## src/slnk_params.svh

```systemverilog
// offsets, field positions, reset values and codes of the serial link regs
`ifndef SLNK_PARAMS_SVH
`define SLNK_PARAMS_SVH

// register offsets on the serial register port
`define SLNK_EOF_OFS      12'h207
`define SLNK_STATUS_OFS   12'h208
`define SLNK_CHEN_OFS     12'h209
`define SLNK_CTRL_OFS     12'h20a

// reset values
`define SLNK_EOF_RST      2'h0
`define SLNK_CHEN_RST     8'h03
`define SLNK_CTRL_RST     2'h0

// status field positions
`define SLNK_ST_LINK_UP   6
`define SLNK_ST_SYNC      5
`define SLNK_ST_REALIGN   4
`define SLNK_ST_MULTIFRAME_A   3
`define SLNK_ST_SPLL      2
`define SLNK_ST_CPLL      0

// control field positions
`define SLNK_CTRL_LINK_EN 0
`define SLNK_CTRL_CAL_EN  1

// encoded byte of each end-of-frame control character
`define SLNK_K28_7        8'hfc
`define SLNK_K28_1        8'h3c
`define SLNK_K28_5        8'hbc

`endif

```

## src/slnk_pkg.sv

```systemverilog
// types of the serial link register block: eof select codes for the device end, sequencer states for the host end
`default_nettype none

package slnk_pkg;

  // end-of-frame character select codes
  typedef enum logic [1:0] {
    SLNK_EOF_K28_7,
    SLNK_EOF_K28_1,
    SLNK_EOF_K28_5,
    SLNK_EOF_RSVD
  } slnk_eof_sel_t;

  // host command sequencer states
  typedef enum logic [1:0] {
    SLNK_H_IDLE,
    SLNK_H_RD_WAIT,
    SLNK_H_RESP
  } slnk_host_state_t;

endpackage : slnk_pkg

`default_nettype wire

```

## src/slnk_reg_if.sv

```systemverilog
// register port between the link device and its controlling host
`timescale 1ns/1ps
`default_nettype none

interface slnk_reg_if;
  logic        wr;     // write strobe, one cycle
  logic        rd;     // read strobe, one cycle
  logic [11:0] addr;   // register offset
  logic [7:0]  wdata;  // write data
  logic [7:0]  rdata;  // read data, valid with rvalid
  logic        rvalid; // read answer pulse

  // device end answers
  modport dev (input wr, input rd, input addr, input wdata,
               output rdata, output rvalid);
  // host end issues
  modport host (output wr, output rd, output addr, output wdata,
                input rdata, input rvalid);
endinterface : slnk_reg_if

`default_nettype wire

```

## src/slnk_device.sv

```systemverilog
// device end: eof char select, link status flags, channel and link control
//
// Operation
// eof select 0/1/2 picks K28.7/K28.1/K28.5
// eof char replaces repeated frame-end data only
// eof replacement only in 8b/10b modes
// software keeps select 0 for standard receiver
// generic 8b/10b receiver: software uses 1 or 2
// select changed only while link disabled
// software writes reserved eof bits as zero
// status bit 6 shows link up
// status bit 5 shows sync_n level
// status bit 4 sticky realign, write-1 clears
// status bit 3 set first sysref after enable
// status bit 2 shows serializer pll lock
// status bit 0 shows converter pll lock
// cal and link disabled before channel change
// live status bits ignore writes; zero keeps sticky
`timescale 1ns/1ps
`default_nettype none
`include "slnk_params.svh"

module slnk_device
(
  input  wire logic       mclk,                // 100 MHz block clock
  input  wire logic       nrst,                // async reset, active low
  slnk_reg_if.dev         bus,                 // register port
  input  wire logic       link_up,             // link state, same clock
  input  wire logic       sync_n,              // sync pin, asynchronous
  input  wire logic       sysref_realign,      // pulse: phase was shifted
  input  wire logic       sysref_event,        // pulse: sysref seen
  input  wire logic       serializer_pll_lock, // pll pin, asynchronous
  input  wire logic       converter_pll_lock,  // pll pin, asynchronous
  input  wire logic       mode_8b10b,          // output mode uses 8b/10b
  input  wire logic       tx_valid,            // lane byte valid
  input  wire logic [7:0] tx_data,             // lane byte from framer
  input  wire logic       tx_frame_end,        // byte is last of frame
  output logic            out_valid,           // encoder byte valid
  output logic      [7:0] out_data,            // byte to 8b/10b encoder
  output logic            out_is_k,            // byte is control char
  output logic            link_enable,         // link encoder enabled
  output logic            cal_enable,          // calibration enabled
  output logic      [7:0] channel_pair_enable  // channel pair enables
);

  ////////////////////////////////////////////////////////////////////////
  // pin synchronisers

  logic [2:0] pin_meta_q; // first stage, read by second stage only
  logic [2:0] pin_sync_q; // {sync_n, serializer lock, converter lock}

  // two flip-flops for each asynchronous pin
  always_ff @(posedge mclk or negedge nrst)
  begin
    if (!nrst)
    begin
      pin_meta_q <= 3'h0;
      pin_sync_q <= 3'h0;
    end
    else
    begin
      pin_meta_q <= {sync_n, serializer_pll_lock, converter_pll_lock};
      pin_sync_q <= pin_meta_q;
    end
  end

  ////////////////////////////////////////////////////////////////////////
  // register decode

  logic wr_eof;    // write to eof select
  logic wr_status; // write to status flags
  logic wr_chen;   // write to channel enables
  logic wr_ctrl;   // write to link control

  assign wr_eof    = bus.wr && (bus.addr == `SLNK_EOF_OFS);
  assign wr_status = bus.wr && (bus.addr == `SLNK_STATUS_OFS);
  assign wr_chen   = bus.wr && (bus.addr == `SLNK_CHEN_OFS);
  assign wr_ctrl   = bus.wr && (bus.addr == `SLNK_CTRL_OFS);

  ////////////////////////////////////////////////////////////////////////
  // configuration registers

  logic [1:0] eof_char_select_q; // end-of-frame char select
  logic [7:0] chen_q;            // channel pair enables
  logic [1:0] ctrl_q;            // {cal_enable, link_enable}

  // eof select; reserved upper bits are not stored and read zero
  always_ff @(posedge mclk or negedge nrst)
  begin
    if (!nrst)
      eof_char_select_q <= `SLNK_EOF_RST;
    else if (wr_eof)
      eof_char_select_q <= bus.wdata[1:0];
  end

  // channel pair enables, plain storage
  always_ff @(posedge mclk or negedge nrst)
  begin
    if (!nrst)
      chen_q <= `SLNK_CHEN_RST;
    else if (wr_chen)
      chen_q <= bus.wdata;
  end

  // link and calibration enables
  always_ff @(posedge mclk or negedge nrst)
  begin
    if (!nrst)
      ctrl_q <= `SLNK_CTRL_RST;
    else if (wr_ctrl)
      ctrl_q <= bus.wdata[1:0];
  end

  assign link_enable         = ctrl_q[`SLNK_CTRL_LINK_EN];
  assign cal_enable          = ctrl_q[`SLNK_CTRL_CAL_EN];
  assign channel_pair_enable = chen_q;

  ////////////////////////////////////////////////////////////////////////
  // sticky alignment flags

  logic realigned_q;    // phase shifted by sysref
  logic multiframe_a_q; // multiframe phase established
  logic align_armed_q;  // waiting for first sysref after enable
  logic link_en_dly_q;  // link enable one cycle ago

  // realign flag: hardware set wins over write-one clear
  always_ff @(posedge mclk or negedge nrst)
  begin
    if (!nrst)
      realigned_q <= 1'b0;
    else if (sysref_realign)
      realigned_q <= 1'b1;
    else if (wr_status && bus.wdata[`SLNK_ST_REALIGN])
      realigned_q <= 1'b0;
  end

  // arm on link enable rising, disarm on the first sysref
  always_ff @(posedge mclk or negedge nrst)
  begin
    if (!nrst)
    begin
      link_en_dly_q <= 1'b0;
      align_armed_q <= 1'b0;
    end
    else
    begin
      link_en_dly_q <= link_enable;
      if (link_enable && !link_en_dly_q)
        align_armed_q <= 1'b1;
      else if (sysref_event || !link_enable)
        align_armed_q <= 1'b0;
    end
  end

  // multiframe_a flag: first sysref after enable, set wins over clear
  always_ff @(posedge mclk or negedge nrst)
  begin
    if (!nrst)
      multiframe_a_q <= 1'b0;
    else if (sysref_event && align_armed_q)
      multiframe_a_q <= 1'b1;
    else if (wr_status && bus.wdata[`SLNK_ST_MULTIFRAME_A])
      multiframe_a_q <= 1'b0;
  end

  ////////////////////////////////////////////////////////////////////////
  // status word and read answer

  logic [7:0] status;  // live and sticky flags
  logic [7:0] rd_mux;  // selected read value

  // live bits follow their sources; writes never reach them
  always_comb
  begin
    status                      = 8'h00;
    status[`SLNK_ST_LINK_UP]    = link_up;
    status[`SLNK_ST_SYNC]       = pin_sync_q[2];
    status[`SLNK_ST_REALIGN]    = realigned_q;
    status[`SLNK_ST_MULTIFRAME_A]    = multiframe_a_q;
    status[`SLNK_ST_SPLL]       = pin_sync_q[1];
    status[`SLNK_ST_CPLL]       = pin_sync_q[0];
  end

  // read mux, unmapped offsets read zero
  always_comb
  begin
    unique case (bus.addr)
      `SLNK_EOF_OFS:    rd_mux = {6'h00, eof_char_select_q};
      `SLNK_STATUS_OFS: rd_mux = status;
      `SLNK_CHEN_OFS:   rd_mux = chen_q;
      `SLNK_CTRL_OFS:   rd_mux = {6'h00, ctrl_q};
      default:          rd_mux = 8'h00;
    endcase
  end

  // answer one cycle after the read strobe
  always_ff @(posedge mclk or negedge nrst)
  begin
    if (!nrst)
    begin
      bus.rvalid <= 1'b0;
      bus.rdata  <= 8'h00;
    end
    else
    begin
      bus.rvalid <= bus.rd;
      if (bus.rd)
        bus.rdata <= rd_mux;
    end
  end

  ////////////////////////////////////////////////////////////////////////
  // end-of-frame character insertion

  logic [7:0] eof_code;    // selected control char byte
  logic       eof_allowed; // select names a usable char
  logic [7:0] last_end_q;  // frame-end byte of previous frame
  logic       have_end_q;  // last_end_q holds a real byte
  logic       replace;     // substitute this byte

  // select decode; reserved code disables replacement
  always_comb
  begin
    eof_allowed = 1'b1;
    unique case (slnk_pkg::slnk_eof_sel_t'(eof_char_select_q))
      slnk_pkg::SLNK_EOF_K28_7: eof_code = `SLNK_K28_7;
      slnk_pkg::SLNK_EOF_K28_1: eof_code = `SLNK_K28_1;
      slnk_pkg::SLNK_EOF_K28_5: eof_code = `SLNK_K28_5;
      slnk_pkg::SLNK_EOF_RSVD:
      begin
        eof_code    = `SLNK_K28_7;
        eof_allowed = 1'b0;
      end
    endcase
  end

  // only a frame end that repeats the previous one is replaced
  assign replace = tx_valid && tx_frame_end && have_end_q &&
                   (tx_data == last_end_q) && eof_allowed &&
                   mode_8b10b && link_enable;

  // remember raw frame-end data for the next comparison
  always_ff @(posedge mclk or negedge nrst)
  begin
    if (!nrst)
    begin
      last_end_q <= 8'h00;
      have_end_q <= 1'b0;
    end
    else if (!link_enable)
      have_end_q <= 1'b0;
    else if (tx_valid && tx_frame_end)
    begin
      last_end_q <= tx_data;
      have_end_q <= 1'b1;
    end
  end

  // registered byte to the encoder
  always_ff @(posedge mclk or negedge nrst)
  begin
    if (!nrst)
    begin
      out_valid <= 1'b0;
      out_data  <= 8'h00;
      out_is_k  <= 1'b0;
    end
    else
    begin
      out_valid <= tx_valid;
      out_data  <= replace ? eof_code : tx_data;
      out_is_k  <= replace;
    end
  end

endmodule : slnk_device

`default_nettype wire

```

## src/flat_wrapper.sv

```systemverilog
// flat-port wrapper written by rule: the top's interface ports become plain ports
module slnk_device_flat 
  (mclk, nrst, link_up, sync_n, sysref_realign, sysref_event, serializer_pll_lock, converter_pll_lock, mode_8b10b, tx_valid, tx_data, tx_frame_end, out_valid, out_data, out_is_k, link_enable, cal_enable, channel_pair_enable, bus_wr, bus_rd, bus_addr, bus_wdata, bus_rdata, bus_rvalid);
  slnk_reg_if bus_i ();
  input  wire logic mclk;
  input  wire logic nrst;
  input  wire logic link_up;
  input  wire logic sync_n;
  input  wire logic sysref_realign;
  input  wire logic sysref_event;
  input  wire logic serializer_pll_lock;
  input  wire logic converter_pll_lock;
  input  wire logic mode_8b10b;
  input  wire logic tx_valid;
  input  wire logic [7:0] tx_data;
  input  wire logic tx_frame_end;
  output logic out_valid;
  output logic      [7:0] out_data;
  output logic out_is_k;
  output logic link_enable;
  output logic cal_enable;
  output logic      [7:0] channel_pair_enable;
  input wire logic [$bits(bus_i.wr)-1:0] bus_wr;
  input wire logic [$bits(bus_i.rd)-1:0] bus_rd;
  input wire logic [$bits(bus_i.addr)-1:0] bus_addr;
  input wire logic [$bits(bus_i.wdata)-1:0] bus_wdata;
  output wire logic [$bits(bus_i.rdata)-1:0] bus_rdata;
  output wire logic [$bits(bus_i.rvalid)-1:0] bus_rvalid;
  assign bus_i.wr = bus_wr;
  assign bus_i.rd = bus_rd;
  assign bus_i.addr = bus_addr;
  assign bus_i.wdata = bus_wdata;
  assign bus_rdata = bus_i.rdata;
  assign bus_rvalid = bus_i.rvalid;
  slnk_device u_core (.mclk(mclk), .nrst(nrst), .bus(bus_i), .link_up(link_up), .sync_n(sync_n), .sysref_realign(sysref_realign), .sysref_event(sysref_event), .serializer_pll_lock(serializer_pll_lock), .converter_pll_lock(converter_pll_lock), .mode_8b10b(mode_8b10b), .tx_valid(tx_valid), .tx_data(tx_data), .tx_frame_end(tx_frame_end), .out_valid(out_valid), .out_data(out_data), .out_is_k(out_is_k), .link_enable(link_enable), .cal_enable(cal_enable), .channel_pair_enable(channel_pair_enable));
endmodule
```

## config.mk

```make
export PLATFORM = sky130hd
export DESIGN_NAME = slnk_device_flat
export DESIGN_NICKNAME = d
export VERILOG_FILES = /design/src/slnk_pkg.sv /design/src/slnk_reg_if.sv /design/src/slnk_device.sv /design/src/flat_wrapper.sv
export VERILOG_INCLUDE_DIRS = /design/src
export SDC_FILE = /design/constraint.sdc
export NUM_CORES = 1
export LEC_CHECK = 0
export BUFFER_PORTS_ARGS = -buffer_cell sky130_fd_sc_hd__buf_2
export CAP_MARGIN = 30
export CORE_UTILIZATION = 44
export CTS_CLUSTER_DIAMETER = 200
export DETAILED_ROUTE_END_ITERATION = 10
export PLACE_DENSITY = 0.74
export SLEW_MARGIN = 20
export SYNTH_ARGS = -nofsm -noshare
export SYNTH_HDL_FRONTEND = slang
export SYNTH_SLANG_ARGS = --single-unit
```

## constraint.sdc

```tcl
create_clock -name mclk -period 2 [get_ports mclk]
set_input_delay 0.2 -clock mclk [delete_from_list [all_inputs] [get_ports mclk]]
set_output_delay 0.2 -clock mclk [all_outputs]
set_load 0.005 [all_outputs]
```

==> impl_metrics.env, run 1 <==
export IMPL_p_per_area_nw_per_um2=670
export IMPL_cts_root_buffer="clkbuf_8"
export IMPL_drt_iter0_drc=54
export IMPL_utilization=0.597
export IMPL_max_slew_margin=0.660
export IMPL_via_count=1437
export IMPL_final_cells=292
export IMPL_yosysWarnings=0
export IMPL_port_buffers=69
export IMPL_slowest_delay_ns=0.49
export IMPL_syn_nets=202
export IMPL_regToRegEndpoint="u_core.out_data[0]$_DFF_PN0_"
export IMPL_synth_most_common_cell="dfrtp_1"
export IMPL_ys_ff_latch=50
export IMPL_dpl_hpwl_um=2970
export IMPL_coreArea_um2=4410
export IMPL_yosys_top_cells_area="dfrtp_1, mux2_2, mux2i_1"
export IMPL_hold_violations=0
export IMPL_postCtsSetupRepairBufs=0
export IMPL_synth_top_area_share=0.584
export IMPL_vias_per_cell=4.92
export IMPL_worstPathArrival_ns=2.12
export IMPL_crit_chain="xor2_1 > or4_1 > or4_4 > buf_4 > and2_1"
export IMPL_cp_buffers_inverters=1
export IMPL_crit_required_ns=2.20
export IMPL_tritoncts="done"
export IMPL_worstRegToRegCells=5
export IMPL_seq_area_frac_synth=0.610
export IMPL_hold_depth=1
export IMPL_synth_top_cell_by_area="dfrtp_1"
export IMPL_totalWireLength_um=3940
export IMPL_drive_above_1_share=0.438
export IMPL_slew_viol_final=0
export IMPL_ys_types=34
export IMPL_fin_crit_ns=1.92
export IMPL_fin_nets=282
export IMPL_num_rows=24
export IMPL_fmax_mhz=521
export IMPL_timing_final_crit_share=0.960
export IMPL_yosys_most_used_dff="dfrtp_1"
export IMPL_worstSetupPathType="reg2reg"
export IMPL_critPathLaunchType="register"
export IMPL_hold_slack_ns=0.0359
export IMPL_path_clk_slew_ns=0.08
export IMPL_setup_viol=0
export IMPL_netlist_area_um2=2060
export IMPL_grt_pass1_wl_um=6580
export IMPL_die_area_um2=4950
export IMPL_drt_pre_antenna_iters=4
export IMPL_grt_pass1_vias=1484
export IMPL_synthArstFlopShare=1.00
export IMPL_initial_core_util=0.466
export IMPL_syn_area_per_cell_um2=12.9
export IMPL_multiInputGateArea_um2=744
export IMPL_fillCellCount=372
export IMPL_rsz0062_at_grt="false"
export IMPL_critPathSlowestCell="or4_1"
export IMPL_hold_path_end="u_core.out_valid$_DFF_PN0_"
export IMPL_wl_per_cell_um=13.5
export IMPL_ys_top_cells_by_count="dfrtp_1, mux2_2, inv_1"
export IMPL_syn_to_final_growth_pct=28.1
export IMPL_setup_tns_ns=0
export IMPL_antenna_cells=0
export IMPL_clockBufferDepth=2
export IMPL_dp_cells=280
export IMPL_track_usage=0.170
export IMPL_drc=0
export IMPL_grt_overflow_total=0
export IMPL_finalPower_uw=1770
export IMPL_r2r_setup_slack_ns=0.08
export IMPL_finClkSkew_ns=0.00819
export IMPL_antenna_found_initial=0
export IMPL_die_y_um=70.4
export IMPL_gp_congestion=0.779
export IMPL_seqCellArea_um2=1250
export IMPL_max_cap_violations=0
export IMPL_r2r_start="u_core.last_end_q[5]$_DFFE_PN0P_"
export IMPL_hold_class="in2reg"
export IMPL_hold_start="tx_valid"
export IMPL_cts_made_buffers=5
export IMPL_route_antenna_remaining_nets=0
export IMPL_clk_latency_ns=0.30
export IMPL_synth_edf_count=0
export IMPL_synth_cells=159
export IMPL_end_kind="register"
export IMPL_io_pins=70
export IMPL_critPathMaxFanout=7
export IMPL_die_w_um=70.4
export IMPL_status="finished, final reports clean"
export IMPL_cts_sinks=50
export IMPL_tightest_slew_ns=0.510
export IMPL_ctsHtreeMaxLevel=2
export IMPL_leakage_uw=0.00136
export IMPL_cp_top_family="simple AND/OR/NAND/NOR gates"
export IMPL_grt_max_degree=30
export IMPL_peakVddDrop_v=0.000422
## cells in the final DEF, fill, tap and decap left out, drive strengths merged, types with 5 or more instances in the layout
cell,n
nand4,5
mux2,20
mux2i,7
clkbuf,8
nand2,6
buf,75
nand2b,6
o22ai,8
inv,10
dfrtp,48
## layout make-up
class / count / area share
flip-flops and latches: 50 / 0.476
repair buffers: 79 / 0.168
multi-input cells: 93 / 0.283
well taps: 52 / 0.0247
inverters: 10 / 0.0143
clock buffers: 8 / 0.0342
## worst max path at each step
| stage | start | endpoint | slack, ns | depth (start not counted) |
|---|---|---|---|---|
| 5_1_grt | u_core.last_end_q[5]$_DFFE_PN0P_ | u_core.out_data[7]$_DFF_PN0_ | 0.03 | 5 |
| 3_3_place_gp | u_core.last_end_q[5]$_DFFE_PN0P_ | u_core.out_data[1]$_DFF_PN0_ | 0.09 | 5 |
| 6_report | u_core.last_end_q[5]$_DFFE_PN0P_ | u_core.out_data[0]$_DFF_PN0_ | 0.08 | 5 |
| 4_1_cts | u_core.last_end_q[5]$_DFFE_PN0P_ | u_core.out_data[0]$_DFF_PN0_ | 0.06 | 5 |
| 3_5_place_dp | u_core.last_end_q[5]$_DFFE_PN0P_ | u_core.out_data[0]$_DFF_PN0_ | 0.07 | 5 |
| 2_1_floorplan | u_core.ctrl_q[0]$_DFFE_PN0P_ | u_core.out_data[6]$_DFF_PN0_ | 0.03 | 5 |
## cell families after synthesis
| logic type | Yosys count | share of synthesized area |
|---|---|---|
| XOR/XNOR | 8 | 0.0341 |
| AO/OA/AOI/OAI | 18 | 0.0566 |
| buffers and inverters | 16 | 0.0298 |
| adder cells (fa/ha/maj) | 2 | 0.0122 |
| multiplexers | 27 | 0.145 |
| flip-flops | 50 | 0.610 |
| AND/OR/NAND/NOR | 38 | 0.112 |
## state kept, by name (all words and copies together) (netlist names), 2 cells and up
name / flops
u_core.pin_meta_q: 3
u_core.channel_pair_enable: 8
u_core.bus.rdata: 8
u_core.ctrl_q: 2
u_core.last_end_q: 8
u_core.eof_char_select_q: 2
u_core.out_data: 8
u_core.pin_sync_q: 3
## metrics by stage
| step | worst slack (ns) | instance area, um^2 |
|---|---|---|
| final | 0.0799 | 2630 |
| after global routing | 0.0297 | 2630 |
| after CTS | 0.0607 | 2630 |
| after detailed placement | 0.0724 | 2500 |
| after global placement | 0.0949 | 2500 |
| after floorplan | 0.0317 | 2060 |
## report_power, final
part	internal, uW	switching, uW	total, uW
sequential	1030	6.65	1040
clock	282	308	591
combinational	68.0	69.3	137
total	1380	384	1770
## per-layer routing
metal  GRT usage  vias up  share of wire
li1            -      714              -
met1       0.214      679           0.44
met2       0.280       41           0.49
met3      0.0606        3          0.059
met4      0.0400        0         0.0081
met5           0        -              0
## timing repair
action	4_1_cts	5_1_grt
hold endpoints to repair	22	0
hold buffers	4	0
resized for setup	0	1
setup endpoints to repair	0	1
Power figures use the tool's default switching activity.
==> inputs of run 2 (changes only) <==
==> constraint.sdc (replaced) <==
create_clock -name mclk -period 2 [get_ports mclk]
set_input_delay 0.3 -clock mclk [delete_from_list [all_inputs] [get_ports mclk]]
set_output_delay 0.3 -clock mclk [all_outputs]
set_load 0.005 [all_outputs]
==> run 2 against run 1 <==
Register-to-register slack worse by 0.04 ns. Critical path type unchanged. The run now ends with hold timing left. First-iteration DRC count is 7.4% higher. Largest cell class unchanged. Die area is the same.
==> impl_metrics.env, run 2 (synthesized netlist as in run 1, its figures left out) <==
export IMPL_port_buffers=69
export IMPL_crit_path_start="u_core.last_end_q[5]$_DFFE_PN0P_"
export IMPL_setup_viol=0
export IMPL_power_frac_clock=0.328
export IMPL_ctsHtreeMaxLevel=2
export IMPL_dpl_hpwl_um=3050
export IMPL_p_comb_frac=0.075
export IMPL_p_per_area_nw_per_um2=672
export IMPL_max_slew_margin=0.631
export IMPL_syn_to_final_growth_pct=25.7
export IMPL_rsz0062_at_grt="false"
export IMPL_mostFrequentLayoutCells="buf_2, dfrtp_1, mux2_2, inv_1, o22ai_1"
export IMPL_fillCellCount=382
export IMPL_path_clk_slew_ns=0.09
export IMPL_antenna_cells=0
export IMPL_worstPathArrival_ns=2.14
export IMPL_drc=0
export IMPL_antenna_found_initial=0
export IMPL_slew_viol_final=0
export IMPL_fin_crit_ns=1.96
export IMPL_io_pins=70
export IMPL_regToRegEndpoint="u_core.out_data[0]$_DFF_PN0_"
export IMPL_hold_slack_ns=-0.0193
export IMPL_grt_max_degree=27
export IMPL_drt_pre_antenna_iters=4
export IMPL_grt_pass1_vias=1397
export IMPL_vias_per_cell=5.16
export IMPL_fmax_mhz=511
export IMPL_via_count=1486
export IMPL_violations="hold timing"
export IMPL_initial_core_util=0.466
export IMPL_postCtsSetupRepairBufs=0
export IMPL_status="finished, violations left"
export IMPL_grt_overflow_total=0
export IMPL_p_sw_frac=0.213
export IMPL_peakVddDrop_v=0.000493
export IMPL_critPathMaxFanout=7
export IMPL_drt_iter0_drc=58
export IMPL_utilization=0.586
export IMPL_finalPower_uw=1740
export IMPL_cts_root_buffer="clkbuf_8"
export IMPL_coreArea_um2=4410
export IMPL_switchingPower_uw=371
export IMPL_num_rows=24
export IMPL_timing_final_crit_share=0.979
export IMPL_cts_sinks=50
export IMPL_p_int_uw=1370
export IMPL_clk_latency_ns=0.30
export IMPL_tritoncts="done"
export IMPL_worstSetupPathType="reg2reg"
export IMPL_max_cap_violations=0
export IMPL_drive_above_1_share=0.449
export IMPL_leakage_uw=0.00134
export IMPL_pwr_share_seq=0.597
export IMPL_die_area_um2=4950
export IMPL_end_kind="register"
export IMPL_hold_class="in2async"
export IMPL_cts_made_buffers=5
export IMPL_grt_pass1_wl_um=6380
export IMPL_setup_tns_ns=0
export IMPL_clockBufferDepth=2
export IMPL_gp_congestion=0.730
export IMPL_r2r_setup_slack_ns=0.04
export IMPL_die_y_um=70.4
export IMPL_critPathLaunchType="register"
export IMPL_route_antenna_remaining_nets=0
export IMPL_wl_per_cell_um=13.9
export IMPL_totalWireLength_um=4000
export IMPL_track_usage=0.168
export IMPL_die_w_um=70.4
export IMPL_fin_nets=279
export IMPL_hold_violations=24
export IMPL_r2r_start="u_core.last_end_q[5]$_DFFE_PN0P_"
export IMPL_worstRegToRegCells=5
export IMPL_finClkSkew_ns=0.0118
export IMPL_tightest_slew_ns=0.554
export IMPL_final_common_cell="buf_2"
export IMPL_crit_required_ns=2.18
[run 2: changes by cell type in the layout (fill, tap and decap cells not counted), sizes merged]
cell	before	now
buf	75	76
clkbuf	8	7
dlygate4sd3	4	0
[run 2: worst max-delay path by stage]
| stage | endpoint | slack [ns] |
|---|---|---|
| final | u_core.out_data[0]$_DFF_PN0_ | 0.04 |
| after global routing | u_core.out_data[1]$_DFF_PN0_ | 0.01 |
| after CTS | u_core.out_data[0]$_DFF_PN0_ | 0.03 |
| after detailed placement | u_core.out_data[0]$_DFF_PN0_ | 0.03 |
| after global placement | u_core.out_data[1]$_DFF_PN0_ | 0.06 |
| after floorplan | u_core.out_data[6]$_DFF_PN0_ | 0.03 |
[run 2: power groups by stage]
| stage | clock network, uW | registers [uW] | logic [uW] |
|---|---|---|---|
| floorplan | 0 | 1060 | 42.4 |
| global placement | 0 | 1060 | 130 |
| detailed placement | 0 | 1060 | 133 |
| CTS | 594 | 1040 | 133 |
| global route | 626 | 1040 | 146 |
| finish | 570 | 1040 | 130 |
[run 2: final cells by class]
| type | count | area (um^2) | area share |
|---|---|---|---|
| multi-input cells | 93 | 744 | 0.288 |
| repair buffers | 76 | 398 | 0.154 |
| clock buffers | 7 | 86.3 | 0.0334 |
| inverters | 10 | 37.5 | 0.0145 |
| flip-flops and latches | 50 | 1250 | 0.485 |
| well taps | 52 | 65.1 | 0.0252 |
[run 2: timing repair]
item                                    in CTS  in global routing
hold buffers                                 0                  0
gates resized for setup                      0                  1
endpoints found under the setup margin       0                  4
[run 2: metal layers]
layer / vias to the layer above / GRT usage / wire length, um
met1: 724 / 0.208 / 1760
met3: 6 / 0.0534 / 250
li1: 711 / - / -
met4: 0 / 0.0533 / 48
met5: - / 0 / 0
met2: 45 / 0.280 / 1940
[run 2: per-stage QoR]
stage / setup slack (ns) / cell area (um^2) / std cells
finish: 0.0430 / 2580 / 288
global route: 0.0104 / 2580 / 288
CTS: 0.0298 / 2580 / 288
detailed placement: 0.0285 / 2490 / 281
global placement: 0.0561 / 2490 / 281
floorplan: 0.0317 / 2060 / 159
[run 2: critical path: stages (launching register included)]
cell and delay, ns:
dfrtp_1 0.39, xor2_1 0.17, or4_1 0.52, or4_4 0.44
buf_4 0.18, and2_1 0.15
